--- src/common/srpg_pkg.sv ---
// constants and types shared by the serial register port and its helpers
package srpg_pkg;

  // ----------------------------------------------------------------
  // serial word layout
  // ----------------------------------------------------------------
  localparam logic [4:0] LAST_BIT_CNT  = 5'h0F;
  localparam int         ADDR_LSB      = 12;
  localparam int         EXT_ADDR_LSB  = 8;

  // ----------------------------------------------------------------
  // write addresses
  // ----------------------------------------------------------------
  localparam logic [3:0] ADDR_DUMMY    = 4'h0;
  localparam logic [3:0] ADDR_PRIMARY  = 4'h1;
  localparam logic [3:0] ADDR_FUNC_MIN = 4'h1;
  localparam logic [3:0] ADDR_FUNC_MAX = 4'hE;
  localparam logic [3:0] ADDR_EXT      = 4'hF;

  // ----------------------------------------------------------------
  // extended (pin) sub-addresses and their read addresses
  // ----------------------------------------------------------------
  localparam logic [3:0] EXT_CFG_LOW   = 4'h0;
  localparam logic [3:0] EXT_CFG_HIGH  = 4'h1;
  localparam logic [3:0] EXT_PIN_DATA  = 4'h2;
  localparam logic [4:0] RD_CFG_LOW    = 5'h1B;
  localparam logic [4:0] RD_CFG_HIGH   = 5'h1C;
  localparam logic [4:0] RD_PIN_DATA   = 5'h1D;
  localparam logic [4:0] RD_ADDR_STEP  = 5'h01;

  // ----------------------------------------------------------------
  // primary control: read-address field
  // ----------------------------------------------------------------
  localparam int         RD_FIELD_LSB  = 6;
  localparam int         RD_FIELD_MSB  = 10;

  // ----------------------------------------------------------------
  // pin configuration nibble
  // ----------------------------------------------------------------
  localparam int         PIN_COUNT     = 4;
  localparam int         AUX_COUNT     = 3;
  localparam int         CFG_EN        = 3;
  localparam int         CFG_DIR       = 2;
  localparam int         CFG_POL       = 1;
  localparam int         CFG_ALEN      = 0;

  // ----------------------------------------------------------------
  // reset values
  // ----------------------------------------------------------------
  localparam logic [11:0] RESET_FUNC   = 12'h000;
  localparam logic [7:0]  RESET_CFG    = 8'h00;
  localparam logic [3:0]  RESET_DATA   = 4'h0;
  localparam logic [4:0]  RESET_RADDR  = 5'h00;

  typedef enum logic [1:0] {
    SRPG_IDLE  = 2'b00,
    SRPG_SHIFT = 2'b01,
    SRPG_HOLD  = 2'b11
  } srpg_state_t;

endpackage

--- src/hdl/srpg_serial_port.sv ---
// serial register port with general-purpose pin configuration
`timescale 1ns/10ps
module srpg_serial_port (
  input  wire logic                           sys_clk,
  input  wire logic                           rst,
  input  wire logic                           cs_n_pin,
  input  wire logic                           serial_shift_clock,
  input  wire logic                           din,
  output logic                                dout,
  output logic                                dout_oe,
  input  wire logic [srpg_pkg::PIN_COUNT-1:0] gpio_in,
  output logic      [srpg_pkg::PIN_COUNT-1:0] gpio_out,
  output logic      [srpg_pkg::PIN_COUNT-1:0] gpio_oe,
  output logic      [srpg_pkg::AUX_COUNT-1:0] aux_analog
);

  import srpg_pkg::*;

  // ----------------------------------------------------------------
  // pin synchronisers
  // ----------------------------------------------------------------
  logic                 cs_s;
  logic                 clk_s;
  logic                 din_s;
  logic [PIN_COUNT-1:0] pin_s;

  srpg_sync #(
    .WIDTH (PIN_COUNT + 3)
  ) u_sync (
    .sys_clk  (sys_clk),
    .rst      (rst),
    .async_in ({cs_n_pin, serial_shift_clock, din, gpio_in}),
    .sync_out ({cs_s, clk_s, din_s, pin_s})
  );

  // ----------------------------------------------------------------
  // state
  // ----------------------------------------------------------------
  srpg_state_t          state;
  srpg_state_t          next_state;
  logic                 clk_d;
  logic                 next_clk_d;
  logic                 cs_d;
  logic                 next_cs_d;
  logic [4:0]           bit_cnt;
  logic [4:0]           next_bit_cnt;
  logic [15:0]          rx_word;
  logic [15:0]          next_rx_word;
  logic [15:0]          tx_word;
  logic [15:0]          next_tx_word;
  logic [4:0]           read_addr;
  logic [4:0]           next_read_addr;
  logic [11:0]          func_reg      [ADDR_FUNC_MIN:ADDR_FUNC_MAX];
  logic [11:0]          next_func_reg [ADDR_FUNC_MIN:ADDR_FUNC_MAX];
  logic [7:0]           pin_config_low;
  logic [7:0]           next_pin_config_low;
  logic [7:0]           pin_config_high;
  logic [7:0]           next_pin_config_high;
  logic [3:0]           pin_data;
  logic [3:0]           next_pin_data;
  logic                 next_dout;
  logic                 next_dout_oe;
  logic [PIN_COUNT-1:0] next_gpio_out;
  logic [PIN_COUNT-1:0] next_gpio_oe;
  logic [AUX_COUNT-1:0] next_aux_analog;

  // ----------------------------------------------------------------
  // helpers
  // ----------------------------------------------------------------
  // nibble of one pin; the dedicated pin has no enable bit of its own
  function automatic logic [3:0] pin_cfg(
    input logic [7:0] lo,
    input logic [7:0] hi,
    input int         p
  );
    logic [3:0] nib;
    nib = 4'h0;
    case (p)
      0:       nib = lo[3:0];
      1:       nib = lo[7:4];
      2:       nib = hi[3:0];
      default: begin
        nib         = hi[7:4];
        nib[CFG_EN] = 1'b1;
      end
    endcase
    return nib;
  endfunction

  // pin acts as an input whose data bit follows the pin
  function automatic logic pin_is_input(input logic [3:0] nib);
    return nib[CFG_EN] & nib[CFG_DIR];
  endfunction

  // ----------------------------------------------------------------
  // read word selection
  // ----------------------------------------------------------------
  logic [15:0] rd_word;

  always_comb begin
    rd_word = 16'h0000;
    if (read_addr == RD_CFG_LOW) begin
      rd_word = {8'h00, pin_config_low};
    end else if (read_addr == RD_CFG_HIGH) begin
      rd_word = {8'h00, pin_config_high};
    end else if (read_addr == RD_PIN_DATA) begin
      rd_word = {12'h000, pin_data};
    end else if (read_addr == {1'b0, ADDR_PRIMARY}) begin
      // report the live read pointer inside the control word
      rd_word = {4'h0, func_reg[ADDR_PRIMARY][11], read_addr,
                 func_reg[ADDR_PRIMARY][RD_FIELD_LSB-1:0]};
    end else if (read_addr[4] == 1'b0 && read_addr[3:0] != ADDR_DUMMY
                 && read_addr[3:0] != ADDR_EXT) begin
      rd_word = {4'h0, func_reg[read_addr[3:0]]};
    end else begin
      // results and alert addresses are not built here, they read as zero
      rd_word = 16'h0000;
    end
  end

  // ----------------------------------------------------------------
  // link edge detection
  // ----------------------------------------------------------------
  // the link clock is sampled, never used as a clock: each of its half
  // periods must outlast the two synchroniser stages plus this stage
  logic clk_rise;
  logic clk_fall;
  logic cs_fall;

  always_comb begin
    clk_rise = clk_s & ~clk_d;
    clk_fall = ~clk_s & clk_d;
    cs_fall  = ~cs_s & cs_d;
  end

  // ----------------------------------------------------------------
  // next-state logic
  // ----------------------------------------------------------------
  logic [15:0] word_in;
  logic [3:0]  wr_addr;
  logic [3:0]  cfg;

  always_comb begin
    next_state           = state;
    next_clk_d           = clk_s;
    next_cs_d            = cs_s;
    next_bit_cnt         = bit_cnt;
    next_rx_word         = rx_word;
    next_tx_word         = tx_word;
    next_read_addr       = read_addr;
    next_func_reg        = func_reg;
    next_pin_config_low  = pin_config_low;
    next_pin_config_high = pin_config_high;
    next_pin_data        = pin_data;
    next_dout            = dout;
    next_dout_oe         = dout_oe;
    word_in              = {rx_word[14:0], din_s};
    wr_addr              = word_in[15:ADDR_LSB];
    cfg                  = 4'h0;

    // input pins refresh their data bit every cycle
    for (int p = 0; p < PIN_COUNT; p++) begin
      cfg = pin_cfg(pin_config_low, pin_config_high, p);
      if (pin_is_input(cfg)) begin
        next_pin_data[p] = cfg[CFG_POL] ? pin_s[p] : ~pin_s[p];
      end
    end

    case (state)
      SRPG_IDLE: begin
        next_dout_oe = 1'b0;
        if (cs_fall) begin
          next_state   = SRPG_SHIFT;
          next_bit_cnt = 5'h00;
          next_tx_word = rd_word;
          next_dout    = rd_word[15];
          next_dout_oe = 1'b1;
        end
      end

      SRPG_SHIFT: begin
        if (cs_s) begin
          // short word: nothing committed, pointer untouched
          next_state   = SRPG_IDLE;
          next_dout_oe = 1'b0;
        end else if (clk_rise) begin
          next_rx_word = word_in;
          next_bit_cnt = bit_cnt + 5'h01;
          if (bit_cnt == LAST_BIT_CNT) begin
            next_state = SRPG_HOLD;
            if (wr_addr == ADDR_EXT) begin
              case (word_in[ADDR_LSB-1:EXT_ADDR_LSB])
                EXT_CFG_LOW:  next_pin_config_low  = word_in[7:0];
                EXT_CFG_HIGH: next_pin_config_high = word_in[7:0];
                EXT_PIN_DATA: begin
                  for (int p = 0; p < PIN_COUNT; p++) begin
                    cfg = pin_cfg(pin_config_low, pin_config_high, p);
                    // input pins keep the sampled value
                    if (!pin_is_input(cfg)) begin
                      next_pin_data[p] = word_in[p];
                    end
                  end
                end
                default: ;
              endcase
            end else if (wr_addr != ADDR_DUMMY) begin
              next_func_reg[wr_addr] = word_in[11:0];
            end
            // a new read address overrides the increment
            if (wr_addr == ADDR_PRIMARY) begin
              next_read_addr = word_in[RD_FIELD_MSB:RD_FIELD_LSB];
            end else begin
              next_read_addr = read_addr + RD_ADDR_STEP;
            end
          end
        end else if (clk_fall && bit_cnt != 5'h00) begin
          next_tx_word = {tx_word[14:0], 1'b0};
          next_dout    = tx_word[14];
        end
      end

      SRPG_HOLD: begin
        // extra clocks after the word are ignored until deselect
        if (cs_s) begin
          next_state   = SRPG_IDLE;
          next_dout_oe = 1'b0;
        end
      end

      default: begin
        next_state   = SRPG_IDLE;
        next_dout_oe = 1'b0;
      end
    endcase
  end

  // ----------------------------------------------------------------
  // pin drivers
  // ----------------------------------------------------------------
  logic [3:0] drv_cfg;

  always_comb begin
    next_gpio_out   = '0;
    next_gpio_oe    = '0;
    next_aux_analog = '0;
    drv_cfg         = 4'h0;
    for (int p = 0; p < PIN_COUNT; p++) begin
      drv_cfg          = pin_cfg(pin_config_low, pin_config_high, p);
      // disabled pin stays analog, other bits have no effect
      next_gpio_oe[p]  = drv_cfg[CFG_EN] & ~drv_cfg[CFG_DIR];
      next_gpio_out[p] = drv_cfg[CFG_EN] &
                         (drv_cfg[CFG_POL] ? pin_data[p] : ~pin_data[p]);
      if (p < AUX_COUNT) begin
        next_aux_analog[p] = ~drv_cfg[CFG_EN];
      end
    end
  end

  // ----------------------------------------------------------------
  // link registers
  // ----------------------------------------------------------------
  always_ff @(posedge sys_clk) begin
    if (rst) begin
      state   <= SRPG_IDLE;
      clk_d   <= 1'b0;
      // matches the synchroniser's reset level, so release is no false select
      cs_d    <= 1'b0;
      bit_cnt <= 5'h00;
      rx_word <= 16'h0000;
      tx_word <= 16'h0000;
      dout    <= 1'b0;
      dout_oe <= 1'b0;
    end else begin
      state   <= next_state;
      clk_d   <= next_clk_d;
      cs_d    <= next_cs_d;
      bit_cnt <= next_bit_cnt;
      rx_word <= next_rx_word;
      tx_word <= next_tx_word;
      dout    <= next_dout;
      dout_oe <= next_dout_oe;
    end
  end

  // ----------------------------------------------------------------
  // register file
  // ----------------------------------------------------------------
  always_ff @(posedge sys_clk) begin
    if (rst) begin
      read_addr       <= RESET_RADDR;
      for (int i = ADDR_FUNC_MIN; i <= ADDR_FUNC_MAX; i++) begin
        func_reg[i] <= RESET_FUNC;
      end
      pin_config_low  <= RESET_CFG;
      pin_config_high <= RESET_CFG;
      pin_data        <= RESET_DATA;
    end else begin
      read_addr       <= next_read_addr;
      func_reg        <= next_func_reg;
      pin_config_low  <= next_pin_config_low;
      pin_config_high <= next_pin_config_high;
      pin_data        <= next_pin_data;
    end
  end

  // ----------------------------------------------------------------
  // pin output registers
  // ----------------------------------------------------------------
  always_ff @(posedge sys_clk) begin
    if (rst) begin
      gpio_out   <= '0;
      gpio_oe    <= '0;
      aux_analog <= '1;
    end else begin
      gpio_out   <= next_gpio_out;
      gpio_oe    <= next_gpio_oe;
      aux_analog <= next_aux_analog;
    end
  end

endmodule

--- src/hdl/srpg_sync.sv ---
// two-flop synchroniser bank for pins arriving from outside sys_clk
`timescale 1ns/10ps
module srpg_sync #(
  parameter int WIDTH = 1
) (
  input  wire logic             sys_clk,
  input  wire logic             rst,
  input  wire logic [WIDTH-1:0] async_in,
  output logic      [WIDTH-1:0] sync_out
);

  logic [WIDTH-1:0] meta;
  logic [WIDTH-1:0] next_meta;
  logic [WIDTH-1:0] next_sync;

  // first stage feeds only the second stage
  always_comb begin
    next_meta = async_in;
    next_sync = meta;
  end

  always_ff @(posedge sys_clk) begin
    if (rst) begin
      meta     <= '0;
      sync_out <= '0;
    end else begin
      meta     <= next_meta;
      sync_out <= next_sync;
    end
  end

endmodule

--- config.mk ---
export PLATFORM = sky130hd
export DESIGN_NAME = srpg_serial_port
export DESIGN_NICKNAME = d
export VERILOG_FILES = /design/src/common/srpg_pkg.sv /design/src/hdl/srpg_serial_port.sv /design/src/hdl/srpg_sync.sv
export SDC_FILE = /design/constraint.sdc
export NUM_CORES = 1
export LEC_CHECK = 0
export BUFFER_PORTS_ARGS = -buffer_cell sky130_fd_sc_hd__clkbuf_2
export CAP_MARGIN = 10
export CORE_MARGIN = 2
export CORE_UTILIZATION = 65
export CTS_CLUSTER_SIZE = 16
export DETAILED_ROUTE_END_ITERATION = 12
export PLACE_DENSITY = 0.82
export SETUP_SLACK_MARGIN = 0.02
export SKIP_LAST_GASP = 1
export SYNTH_ARGS = -nofsm -noshare
export SYNTH_HDL_FRONTEND = slang
export SYNTH_SLANG_ARGS = --single-unit
--- constraint.sdc ---
create_clock -name sys_clk -period 7.7 [get_ports sys_clk]
set_clock_uncertainty 0.05 [all_clocks]
set_input_delay 1.54 -clock sys_clk [delete_from_list [all_inputs] [get_ports sys_clk]]
set_output_delay 1.54 -clock sys_clk [all_outputs]
set_load 0.01 [all_outputs]
==> flow_summary.toml, run 1 <==
[place]
dp_slack_ns = 4.187
place.detailed.hpwl_mm = 18.12
gpl.final_weighted_congestion = 0.8997
dpl.cell_count = 1428
port_buffers = 21

[clock_tree]
clock_tree.root_cell = "sky130_fd_sc_hd__clkbuf_16"
cts_made_buffers = 26
cts_tree = "yes"
htree_levels = 1
clock_insertion_delay_worst_skew_ns = 0.53
cts.repair_timing.setup_buffer_count = 0
clkTransAtPathRegs_ns = 0.06
cts_resized = 0
clock_tree.buffer_depth = 3
clock-sinks = 259
holdBufCountCts = 0

[floorplanning]
fp.dieH_um = 136.5
std_cell_rows = 48
floorplan.initialDensity = 0.6623
ioPinCount = 22
chipWidth_um = 136.5
fp.dieArea_mm2 = 0.01864
design.core.area_mm2 = 0.01724

[cells_and_area]
syn_to_final_growth_pct = 7.036
layout.nets = 1246
largest_register_ff_count = 168
layout.filler_cells = 1288
antenna-diode-count = 0
final_cell_count_no_fill = 1472
ratio_of_cells_with_drive_above_1_in_the_final_layout = 0.1091

[route]
finalWirelength_mm = 29.30
detail_route.vias_per_cell = 6.382
antenna_left = 0
vias = 9394
wl_per_cell_um = 19.90
drc = 0
detail_route.first_pass.iterations = 5
iteration_0_drc_count_of_the_detailed_router = 1137

[sta]
worstMarginPinSlew_ns = 1.172
relSlewSlack = 0.2158
fin_ws_ns = 4.410
period_minus_slack_ns = 3.290
fin_crit_sh = 0.4273
setup_violations = 0
rsz0062_at_grt = "false"
finalHoldViolCount = 0
final-max-slew-violation-count = 0
fin_setup_tns_ns = 0
worst_hold_slack_ns = 0.3919
timing.fmax_ghz = 0.3039

[worst_setup_path]
critical_path.startpoint_type = "flip-flop"
setup.reg_to_reg.worst_slack_ns = 4.41
setup.worst_path.start = "read_addr[1]"
worstReg2RegEnd = "tx_word[0]"
setup.worst_path.end = "tx_word[0]"
worst_ep_arrival_time_ns = 3.67
crit_end_element = "flip-flop"
number_of_cells_on_the_worst_reg_to_reg_path = 6
worst_path_fanout_max = 30
worst-endpoint-required_ns = 8.08
reg_to_reg_critical_path_startpoint = "read_addr[1]"
crit_type = "flip-flop to flip-flop"

[synth]
syn_inst = 1296
synth.net_count = 1311
synth-seq-cells = 259
ys_seq_area_frac = 0.4542
most_common_cell_in_the_synthesized_netlist = "sky130_fd_sc_hd__dfxtp_1"
yosysWarningCount = 0
post_synthesis_async_set_or_reset_flop_share = 0
synth_top_flop_cell = "sky130_fd_sc_hd__dfxtp_1"
netlist_top_cells_count = "sky130_fd_sc_hd__dfxtp_1 (259), sky130_fd_sc_hd__nand2_1 (168), sky130_fd_sc_hd__nor2_1 (153), sky130_fd_sc_hd__a21oi_1 (126), sky130_fd_sc_hd__mux2i_1 (110)"
synth_enable_flop_cells = 0
yosys.area.top_type_share = 0.4542
distinct_cells_synth = 59
post-synth-top-area-cell = "sky130_fd_sc_hd__dfxtp_1"
netlist_area_mm2 = 0.01142
synthesis.area_per_instance_um2 = 8.809
netlist_top_cells_area = "sky130_fd_sc_hd__dfxtp_1 (45%), sky130_fd_sc_hd__mux2i_1 (9.6%), sky130_fd_sc_hd__a21oi_1 (5.5%)"

[power]
ir_drop_mv = 0.2332
combinationalPowerShare = 0.017
clock_power_share = 0.460
power_density_cells_mw_per_mm2 = 211.8
power.net_switching_mw = 0.5524
p_int_mw = 2.036
total_leakage_power_nw = 4.311
p_sw_frac = 0.2134
share_seq_of_total_power = 0.522

[outcome]
status = "finished, final reports clean"

[global_routing]
grt_overflow_total = 0
grt.total_usage = 0.3166
grt_start_max_net_pins = 94
first_global_vias = 8787
initial_antenna_violation_count = 0
grt_pass1_wl_mm = 46.26

[flow_run]
max_cap_violations = 0

[min_path]
hold_class = "flip-flop to flip-flop"
==> power groups by stage <==
stage	combinational, mW	sequential [mW]	clock [mW]
final	0.0449	1.35	1.19
after global routing	0.0493	1.35	1.25
after CTS	0.0445	1.35	1.20
after detailed placement	0.0443	1.38	0
after global placement	0.0440	1.38	0
after floorplan	0.0350	1.38	0
==> per-stage QoR <==
step	util	power [mW]	cell area [um2]
2_1_floorplan	-	1.414	11420
3_3_place_gp	0.6629	1.425	11430
3_5_place_dp	0.6629	1.426	11430
4_1_cts	0.7089	2.593	12220
5_1_grt	0.7089	2.652	12220
6_report	0.7089	2.588	12220
==> critical path: stages, from the launching register on <==
cell and delay, ns:
sky130_fd_sc_hd__dfxtp_2 0.86, sky130_fd_sc_hd__buf_4 0.53, sky130_fd_sc_hd__nor2b_1 0.78, sky130_fd_sc_hd__a221oi_1 0.22
sky130_fd_sc_hd__o32ai_1 0.29, sky130_fd_sc_hd__o21ai_0 0.16, sky130_fd_sc_hd__a221oi_1 0.27
==> kinds of logic (layout without fill, tap and decap cells) <==
logic type,after synthesis,in the layout,synth area share
AND/OR/NAND/NOR,492,492,0.1932
adder cells (fa/ha/maj),6,6,0.006576
XOR/XNOR,10,10,0.007672
buffers and inverters,144,95,0.05096
AO/OA/AOI/OAI,228,228,0.1209
multiplexers,157,157,0.1665
flip-flops,259,259,0.4542
==> cells in the final DEF, fill, tap and decap left out, types with 4 or more instances in the layout <==
master / instances
sky130_fd_sc_hd__dfxtp_1: 257
sky130_fd_sc_hd__nand2_1: 168
sky130_fd_sc_hd__nor2_1: 152
sky130_fd_sc_hd__a21oi_1: 126
sky130_fd_sc_hd__mux2i_1: 110
sky130_fd_sc_hd__nand3_1: 81
sky130_fd_sc_hd__o21ai_0: 28
sky130_fd_sc_hd__clkbuf_16: 27
sky130_fd_sc_hd__nor3_1: 26
sky130_fd_sc_hd__mux4_2: 24
sky130_fd_sc_hd__mux2_2: 23
sky130_fd_sc_hd__nor2b_1: 21
sky130_fd_sc_hd__a221oi_1: 20
sky130_fd_sc_hd__clkbuf_2: 20
sky130_fd_sc_hd__buf_4: 16
sky130_fd_sc_hd__inv_1: 14
sky130_fd_sc_hd__a211oi_1: 8
sky130_fd_sc_hd__a31oi_1: 7
sky130_fd_sc_hd__clkbuf_1: 7
sky130_fd_sc_hd__xor2_1: 6
sky130_fd_sc_hd__ha_1: 6
sky130_fd_sc_hd__and3_1: 5
sky130_fd_sc_hd__o32ai_1: 5
sky130_fd_sc_hd__a22oi_1: 5
sky130_fd_sc_hd__and4_1: 4
sky130_fd_sc_hd__nand2b_1: 4
sky130_fd_sc_hd__or2_2: 4
sky130_fd_sc_hd__xnor2_1: 4
sky130_fd_sc_hd__o2bb2ai_1: 4
sky130_fd_sc_hd__o31ai_1: 4
sky130_fd_sc_hd__clkinv_2: 4
sky130_fd_sc_hd__clkbuf_8: 4
==> how the worst min path moves through the flow <==
stage / start / to / slack (ns) / depth (start not counted)
after CTS: u_sync.meta[1] / u_sync.sync_out[1] / 0.39 / 1
after detailed placement: u_sync.meta[1] / u_sync.sync_out[1] / 0.37 / 1
final: u_sync.meta[1] / u_sync.sync_out[1] / 0.39 / 1
after global placement: u_sync.meta[3] / u_sync.sync_out[3] / 0.37 / 1
after floorplan: pin_config_high[6] / gpio_oe[3] / 0.36 / 1
after global routing: u_sync.meta[6] / u_sync.sync_out[6] / 0.41 / 1
==> layout make-up <==
class	count	area, um2	area share
multi-input cells	893	5673	0.4643
clock inverters	6	36.28	0.002969
inverters	14	52.55	0.004301
flip-flops and latches	259	5187	0.4245
clock buffers	38	757.0	0.06195
repair buffers	37	231.5	0.01894
well taps	225	281.5	0.02304
==> metal layers <==
metal	up-vias	GRT usage	routed length (um)	share of wire
li1	4371	-	-	-
met2	450	0.5192	13800	0.47
met3	68	0.05037	2624	0.090
met5	-	0	0	0
met4	0	0.1227	1158	0.040
met1	4505	0.4211	11720	0.40
(Power assumes the default switching activity.)
==> inputs of run 2 (changes only) <==
--- a/config.mk
+++ b/config.mk
@@ -5,13 +5,14 @@
 export SDC_FILE = /design/constraint.sdc
 export NUM_CORES = 1
 export LEC_CHECK = 0
+export ABC_AREA = 1
 export BUFFER_PORTS_ARGS = -buffer_cell sky130_fd_sc_hd__clkbuf_2
 export CAP_MARGIN = 10
 export CORE_MARGIN = 2
-export CORE_UTILIZATION = 65
+export CORE_UTILIZATION = 62
 export CTS_CLUSTER_SIZE = 16
 export DETAILED_ROUTE_END_ITERATION = 12
-export PLACE_DENSITY = 0.82
+export PLACE_DENSITY = 0.79
 export SETUP_SLACK_MARGIN = 0.02
 export SKIP_LAST_GASP = 1
 export SYNTH_ARGS = -nofsm -noshare
==> constraint.sdc (replaced) <==
create_clock -name sys_clk -period 3.4 [get_ports sys_clk]
set_clock_uncertainty 0.05 [all_clocks]
set_input_delay 0.68 -clock sys_clk [delete_from_list [all_inputs] [get_ports sys_clk]]
set_output_delay 0.68 -clock sys_clk [all_outputs]
set_load 0.01 [all_outputs]
==> run 2 against run 1 <==
Against the previous run:
- register-to-register slack got worse by 3.7 ns
- via count rose by 12%
- count of clock-buffer cells in the layout unchanged
- synthesized cell count grew 22%
- non-clock buffer count up 12
- synthesized area shrank 0.87%
- core utilization fell by 2.1 points
- total power rose by 130%
- critical endpoint is now func_reg[49]
- critical path type unchanged
==> flow_summary.toml, run 2 <==
[power]
p_int_mw = 4.734
total_leakage_power_nw = 4.883
share_seq_of_total_power = 0.506
combinationalPowerShare = 0.024
power.net_switching_mw = 1.324
power_density_cells_mw_per_mm2 = 490.4
clock_power_share = 0.470
p_sw_frac = 0.2186
ir_drop_mv = 0.4686

[synth]
post_synthesis_async_set_or_reset_flop_share = 0
distinct_cells_synth = 37
netlist_top_cells_count = "sky130_fd_sc_hd__nand2_1 (267), sky130_fd_sc_hd__dfxtp_1 (259), sky130_fd_sc_hd__inv_1 (227), sky130_fd_sc_hd__o21ai_0 (204), sky130_fd_sc_hd__a21oi_1 (200)"
synth_enable_flop_cells = 0
synthesis.area_per_instance_um2 = 7.145
synth.net_count = 1599
most_common_cell_in_the_synthesized_netlist = "sky130_fd_sc_hd__nand2_1"
netlist_area_mm2 = 0.01132
ys_seq_area_frac = 0.4582
netlist_top_cells_area = "sky130_fd_sc_hd__dfxtp_1 (46%), sky130_fd_sc_hd__o21ai_0 (9.0%), sky130_fd_sc_hd__nand2_1 (8.9%)"
post-synth-top-area-cell = "sky130_fd_sc_hd__dfxtp_1"
synth_top_flop_cell = "sky130_fd_sc_hd__dfxtp_1"
synth-seq-cells = 259
yosysWarningCount = 0
syn_inst = 1584
yosys.area.top_type_share = 0.4582

[cells_and_area]
multi_input_comb_area_mm2 = 0.004815
layout.nets = 1569
final_area_mm2 = 0.01235
final_common_cell = "sky130_fd_sc_hd__nand2_1"
antenna-diode-count = 0
mostFrequentLayoutCells = "sky130_fd_sc_hd__nand2_1 (267), sky130_fd_sc_hd__dfxtp_1 (258), sky130_fd_sc_hd__inv_1 (226)"
seq_area_mm2 = 0.005186
syn_to_final_growth_pct = 9.165
layout.filler_cells = 1506
ratio_of_cells_with_drive_above_1_in_the_final_layout = 0.07188
final_cell_count_no_fill = 1801
largest_register_ff_count = 168

[global_routing]
first_global_vias = 9642
grt_pass1_wl_mm = 51.09
initial_antenna_violation_count = 0
grt.total_usage = 0.3254
grt_start_max_net_pins = 104
grt_overflow_total = 0

[sta]
fin_setup_tns_ns = 0
rsz0062_at_grt = "false"
worstMarginPinSlew_ns = 1.158
finalHoldViolCount = 0
worst_hold_slack_ns = 0.2827
fin_crit_sh = 0.7927
timing.fmax_ghz = 0.3710
setup_violations = 0
period_minus_slack_ns = 2.695
relSlewSlack = 0.2279
final-max-slew-violation-count = 0

[clock_tree]
holdBufCountCts = 0
cts_resized = 0
cts.repair_timing.setup_buffer_count = 0
clock-sinks = 259
clock_tree.root_cell = "sky130_fd_sc_hd__clkbuf_16"
cts_made_buffers = 27
clkTransAtPathRegs_ns = 0.06
cts_tree = "yes"
htree_levels = 1
clock_insertion_delay_worst_skew_ns = 0.53
clock_tree.buffer_depth = 3

[worst_setup_path]
crit_type = "flip-flop to flip-flop"
setup.reg_to_reg.worst_slack_ns = 0.70
number_of_cells_on_the_worst_reg_to_reg_path = 10
worst_ep_arrival_time_ns = 3.03
crit_end_element = "flip-flop"
worst_path_fanout_max = 24
worst-endpoint-required_ns = 3.73
worstReg2RegEnd = "func_reg[49]"
reg_to_reg_critical_path_startpoint = "bit_cnt[0]"
critical_path.startpoint_type = "flip-flop"

[route]
vias = 10560
antenna_left = 0
iteration_0_drc_count_of_the_detailed_router = 1267
finalWirelength_mm = 31.86
wl_per_cell_um = 17.69
drc = 0
detail_route.vias_per_cell = 5.865
detail_route.first_pass.iterations = 7

[flow_run]
max_cap_violations = 0

[floorplanning]
floorplan.initialDensity = 0.6300
chipWidth_um = 139.1
fp.dieArea_mm2 = 0.01935
fp.dieH_um = 139.1
std_cell_rows = 49
ioPinCount = 22
design.core.area_mm2 = 0.01796

[place]
place.detailed.hpwl_mm = 20.86
dpl.cell_count = 1754
gpl.final_weighted_congestion = 1.029
placed_area_mm2 = 0.01151
port_buffers = 21

[min_path]
hold_class = "input port to flip-flop"
hold_start = "gpio_in[2]"
min_to = "u_sync.meta[2]"
hold_depth = 3

[outcome]
status = "finished, final reports clean"
## run 2: logic make-up (layout without fill, tap and decap cells)
group	count (synthesis)	in the layout	synth area share
xor gates and xnor gates	3	3	0.002322
adders and majority gates	6	6	0.006633
AOI/OAI and AO/OA	499	499	0.2421
DFF	259	259	0.4582
buffers and inverters	341	329	0.1164
and+or+nand+nor	476	476	0.1744
## run 2: worst max-delay path: stages, from the launching register on
cell,delay (ns)
sky130_fd_sc_hd__dfxtp_1,0.35
sky130_fd_sc_hd__ha_1,0.17
sky130_fd_sc_hd__inv_1,0.06
sky130_fd_sc_hd__nor3_1,0.18
sky130_fd_sc_hd__ha_1,0.25
sky130_fd_sc_hd__nand3_4,0.14
sky130_fd_sc_hd__nor3_2,0.16
sky130_fd_sc_hd__buf_4,0.19
sky130_fd_sc_hd__nand2_1,0.52
sky130_fd_sc_hd__o21ai_0,0.40
sky130_fd_sc_hd__a21oi_1,0.07
## run 2: cell type report
type / instances / area share
Sequential cell: 259 / 0.4198
Multi-Input combinational cell: 984 / 0.3897
Inverter: 233 / 0.07089
Clock buffer: 38 / 0.06208
Timing Repair Buffer: 49 / 0.02775
Tap cell: 229 / 0.02319
Clock inverter: 9 / 0.006583
## run 2: per-stage QoR
step | utilization | setup WS [ns] | total power, mW
after floorplan | - | 1.365 | 3.235
after CTS | 0.6877 | 0.7622 | 6.071
after global routing | 0.6877 | 0.4268 | 6.206
after detailed placement | 0.6405 | 0.7859 | 3.276
final | 0.6877 | 0.7049 | 6.059
after global placement | 0.6405 | 0.8746 | 3.273
## run 2: worst max-delay path by stage
stage,slack [ns],cells past startpoint,endpoint,start
floorplan,1.36,10,func_reg[69],bit_cnt[0]
global placement,0.87,10,func_reg[44],bit_cnt[0]
detailed placement,0.79,10,func_reg[39],bit_cnt[0]
CTS,0.76,11,func_reg[119],bit_cnt[0]
global route,0.43,10,func_reg[49],bit_cnt[1]
finish,0.70,10,func_reg[49],bit_cnt[0]
## run 2: layer usage
metal	share of wire	track usage	routed length, um	up-vias
li1	-	-	-	5112
met1	0.42	0.4390	13270	4839
met2	0.45	0.5191	14230	478
met3	0.088	0.06043	2803	133
met4	0.049	0.1313	1550	0
met5	0	0	0	-
## run 2: power groups by stage
| stage | clock (mW) | combinational (mW) | sequential (mW) |
|---|---|---|---|
| finish | 2.85 | 0.143 | 3.07 |
| global route | 2.98 | 0.162 | 3.07 |
| CTS | 2.86 | 0.142 | 3.07 |
| detailed placement | 0 | 0.141 | 3.13 |
| global placement | 0 | 0.139 | 3.13 |
| floorplan | 0 | 0.108 | 3.13 |
==> inputs of run 3 (changes only) <==
--- a/config.mk
+++ b/config.mk
@@ -9,10 +9,10 @@
 export BUFFER_PORTS_ARGS = -buffer_cell sky130_fd_sc_hd__clkbuf_2
 export CAP_MARGIN = 10
 export CORE_MARGIN = 2
-export CORE_UTILIZATION = 62
+export CORE_UTILIZATION = 56
 export CTS_CLUSTER_SIZE = 16
 export DETAILED_ROUTE_END_ITERATION = 12
-export PLACE_DENSITY = 0.79
+export PLACE_DENSITY = 0.75
 export SETUP_SLACK_MARGIN = 0.02
 export SKIP_LAST_GASP = 1
 export SYNTH_ARGS = -nofsm -noshare
==> constraint.sdc (replaced) <==
create_clock -name sys_clk -period 2.3 [get_ports sys_clk]
set_clock_uncertainty 0.05 [all_clocks]
set_input_delay 0.46 -clock sys_clk [delete_from_list [all_inputs] [get_ports sys_clk]]
set_output_delay 0.46 -clock sys_clk [all_outputs]
set_load 0.01 [all_outputs]
==> run 3 against run 2 <==
Against the previous run:
- setup slack worse by 0.57 ns
- count of clock-buffer cells in the layout stayed put
- global-route usage shrank 4.1 points
- combinational power up 62%
- first-iteration DRC count shrank 44%
- routed wire length fell by 3.2%
- via count down 2.0%
- core utilization is 4.5 points lower
==> flow_summary.toml, run 3 (synthesis gave the netlist of run 2 again) <==
[sta]
timing.fmax_ghz = 0.4613
fin_crit_sh = 0.9425
finalHoldViolCount = 0
fin_setup_tns_ns = 0
worstMarginPinSlew_ns = 0.8009
relSlewSlack = 0.4641
period_minus_slack_ns = 2.168
final-max-slew-violation-count = 0
setup_violations = 0
rsz0062_at_grt = "true"

[global_routing]
grt.total_usage = 0.2843
initial_antenna_violation_count = 0
grt_pass1_wl_mm = 49.82
grt_overflow_total = 0
grt_start_max_net_pins = 104
first_global_vias = 9620

[cells_and_area]
mostFrequentLayoutCells = "sky130_fd_sc_hd__nand2_1 (266), sky130_fd_sc_hd__dfxtp_1 (258), sky130_fd_sc_hd__inv_1 (225)"
layout.nets = 1606
largest_register_ff_count = 168
syn_to_final_growth_pct = 13.79
antenna-diode-count = 0
layout.filler_cells = 1835
final_common_cell = "sky130_fd_sc_hd__nand2_1"
ratio_of_cells_with_drive_above_1_in_the_final_layout = 0.1005
fin_util = 0.6426
final_cell_count_no_fill = 1882

[floorplanning]
chipWidth_um = 146.2
fp.dieArea_mm2 = 0.02136
ioPinCount = 22
floorplan.initialDensity = 0.5647
design.core.area_mm2 = 0.02004
std_cell_rows = 52
fp.dieH_um = 146.2

[route]
wl_met2_mm = 14.19
highest-signal-layer = "met4"
met3WireLength_mm = 2.161
antenna_left = 0
vias = 10350
detail_route.vias_per_cell = 5.498
wl_per_cell_um = 16.38
iteration_0_drc_count_of_the_detailed_router = 715
detail_route.first_pass.iterations = 5
finalWirelength_mm = 30.83
drc = 0
met1_length_mm = 13.74

[power]
fin_total_pwr_mw = 9.281
ir_drop_mv = 0.7284
power_density_cells_mw_per_mm2 = 720.7
total_leakage_power_nw = 5.167

[worst_setup_path]
worst_ep_arrival_time_ns = 2.54
crit_end_element = "flip-flop"
critical_path.startpoint_type = "flip-flop"
worst_path_fanout_max = 19
worst-endpoint-required_ns = 2.68
crit_type = "flip-flop to flip-flop"

[clock_tree]
cts_made_buffers = 27
clock-sinks = 259
clock_tree.buffer_depth = 3
cts_tree = "yes"
clock_tree.root_cell = "sky130_fd_sc_hd__clkbuf_16"
htree_levels = 1
clock_insertion_delay_worst_skew_ns = 0.55
clkTransAtPathRegs_ns = 0.06

[flow_run]
max_cap_violations = 0

[place]
gpl.final_weighted_congestion = 0.9875
place.detailed.hpwl_mm = 20.28
dpl.cell_count = 1830
port_buffers = 21

[outcome]
status = "finished, final reports clean"

[min_path]
hold_class = "input port to flip-flop"
[run 3: cell types whose count changed in the layout (fill, tap and decap cells not counted), moves of 3 or more]
cell,change
sky130_fd_sc_hd__clkbuf_1,-3
sky130_fd_sc_hd__clkinvlp_4,-3
sky130_fd_sc_hd__clkbuf_8,+3
sky130_fd_sc_hd__o21ai_1,+14
sky130_fd_sc_hd__buf_12,+5
sky130_fd_sc_hd__clkinv_2,+4
sky130_fd_sc_hd__buf_4,+30
sky130_fd_sc_hd__o21ai_0,-15
[run 3: per-stage QoR]
stage               worst slack, ns  hold WS, ns  cell area, um2
detailed placement       -0.0005258       0.3458           11880
global route               -0.05395      0.04596           12880
global placement             0.1860       0.3403           11880
finish                       0.1321      0.05185           12880
floorplan                    0.2647       0.3383           11320
CTS                         0.01529      0.03979           12820
[run 3: final timing paths]
check	start	to	slack, ns	cells past startpoint
max reg2reg	bit_cnt[1]	func_reg[74]	0.13	10
min reg2reg	u_sync.meta[6]	u_sync.sync_out[6]	0.35	2
max	bit_cnt[1]	func_reg[74]	0.13	10
min	gpio_in[0]	u_sync.meta[0]	0.05	3
[run 3: worst max-delay path, cell delays in order (launching register included)]
cell,delay (ns)
sky130_fd_sc_hd__dfxtp_1,0.36
sky130_fd_sc_hd__ha_1,0.19
sky130_fd_sc_hd__inv_1,0.07
sky130_fd_sc_hd__nor3_2,0.13
sky130_fd_sc_hd__ha_2,0.23
sky130_fd_sc_hd__nand3_4,0.12
sky130_fd_sc_hd__nor3_4,0.31
sky130_fd_sc_hd__buf_4,0.17
sky130_fd_sc_hd__nand2_4,0.13
sky130_fd_sc_hd__o21ai_1,0.22
sky130_fd_sc_hd__a21oi_1,0.07
[run 3: power by group]
group / internal [mW] / switching [mW] / total, mW
combinational: 0.0687 / 0.163 / 0.232
clock: 2.74 / 1.78 / 4.52
sequential: 4.51 / 0.0130 / 4.53
[run 3: cell type report]
class | count | area (um2) | area share
timing repair buffer | 86 | 690.7 | 0.05363
clock inverter | 12 | 138.9 | 0.01079
inverter | 233 | 878.3 | 0.06821
clock buffer | 38 | 797.0 | 0.06189
sequential | 259 | 5186 | 0.4027
tap | 270 | 337.8 | 0.02623
multi-input combinational | 984 | 4848 | 0.3765
[run 3: repair_timing]
| action | 4_1_cts | 5_1_grt |
|---|---|---|
| hold endpoints to repair | 0 | 0 |
| buffers inserted | 0 | 2 |
| setup endpoints to repair | 1 | 130 |
| pin swaps | 0 | 2 |
| resized for setup | 1 | 26 |
| hold buffers | 0 | 0 |
[run 3: layer usage]
metal  vias up  global-route usage
li1       5187                   -
met1      4743              0.3915
met2       361              0.4620
met3        57             0.04281
met4         0             0.09223
met5         -                   0
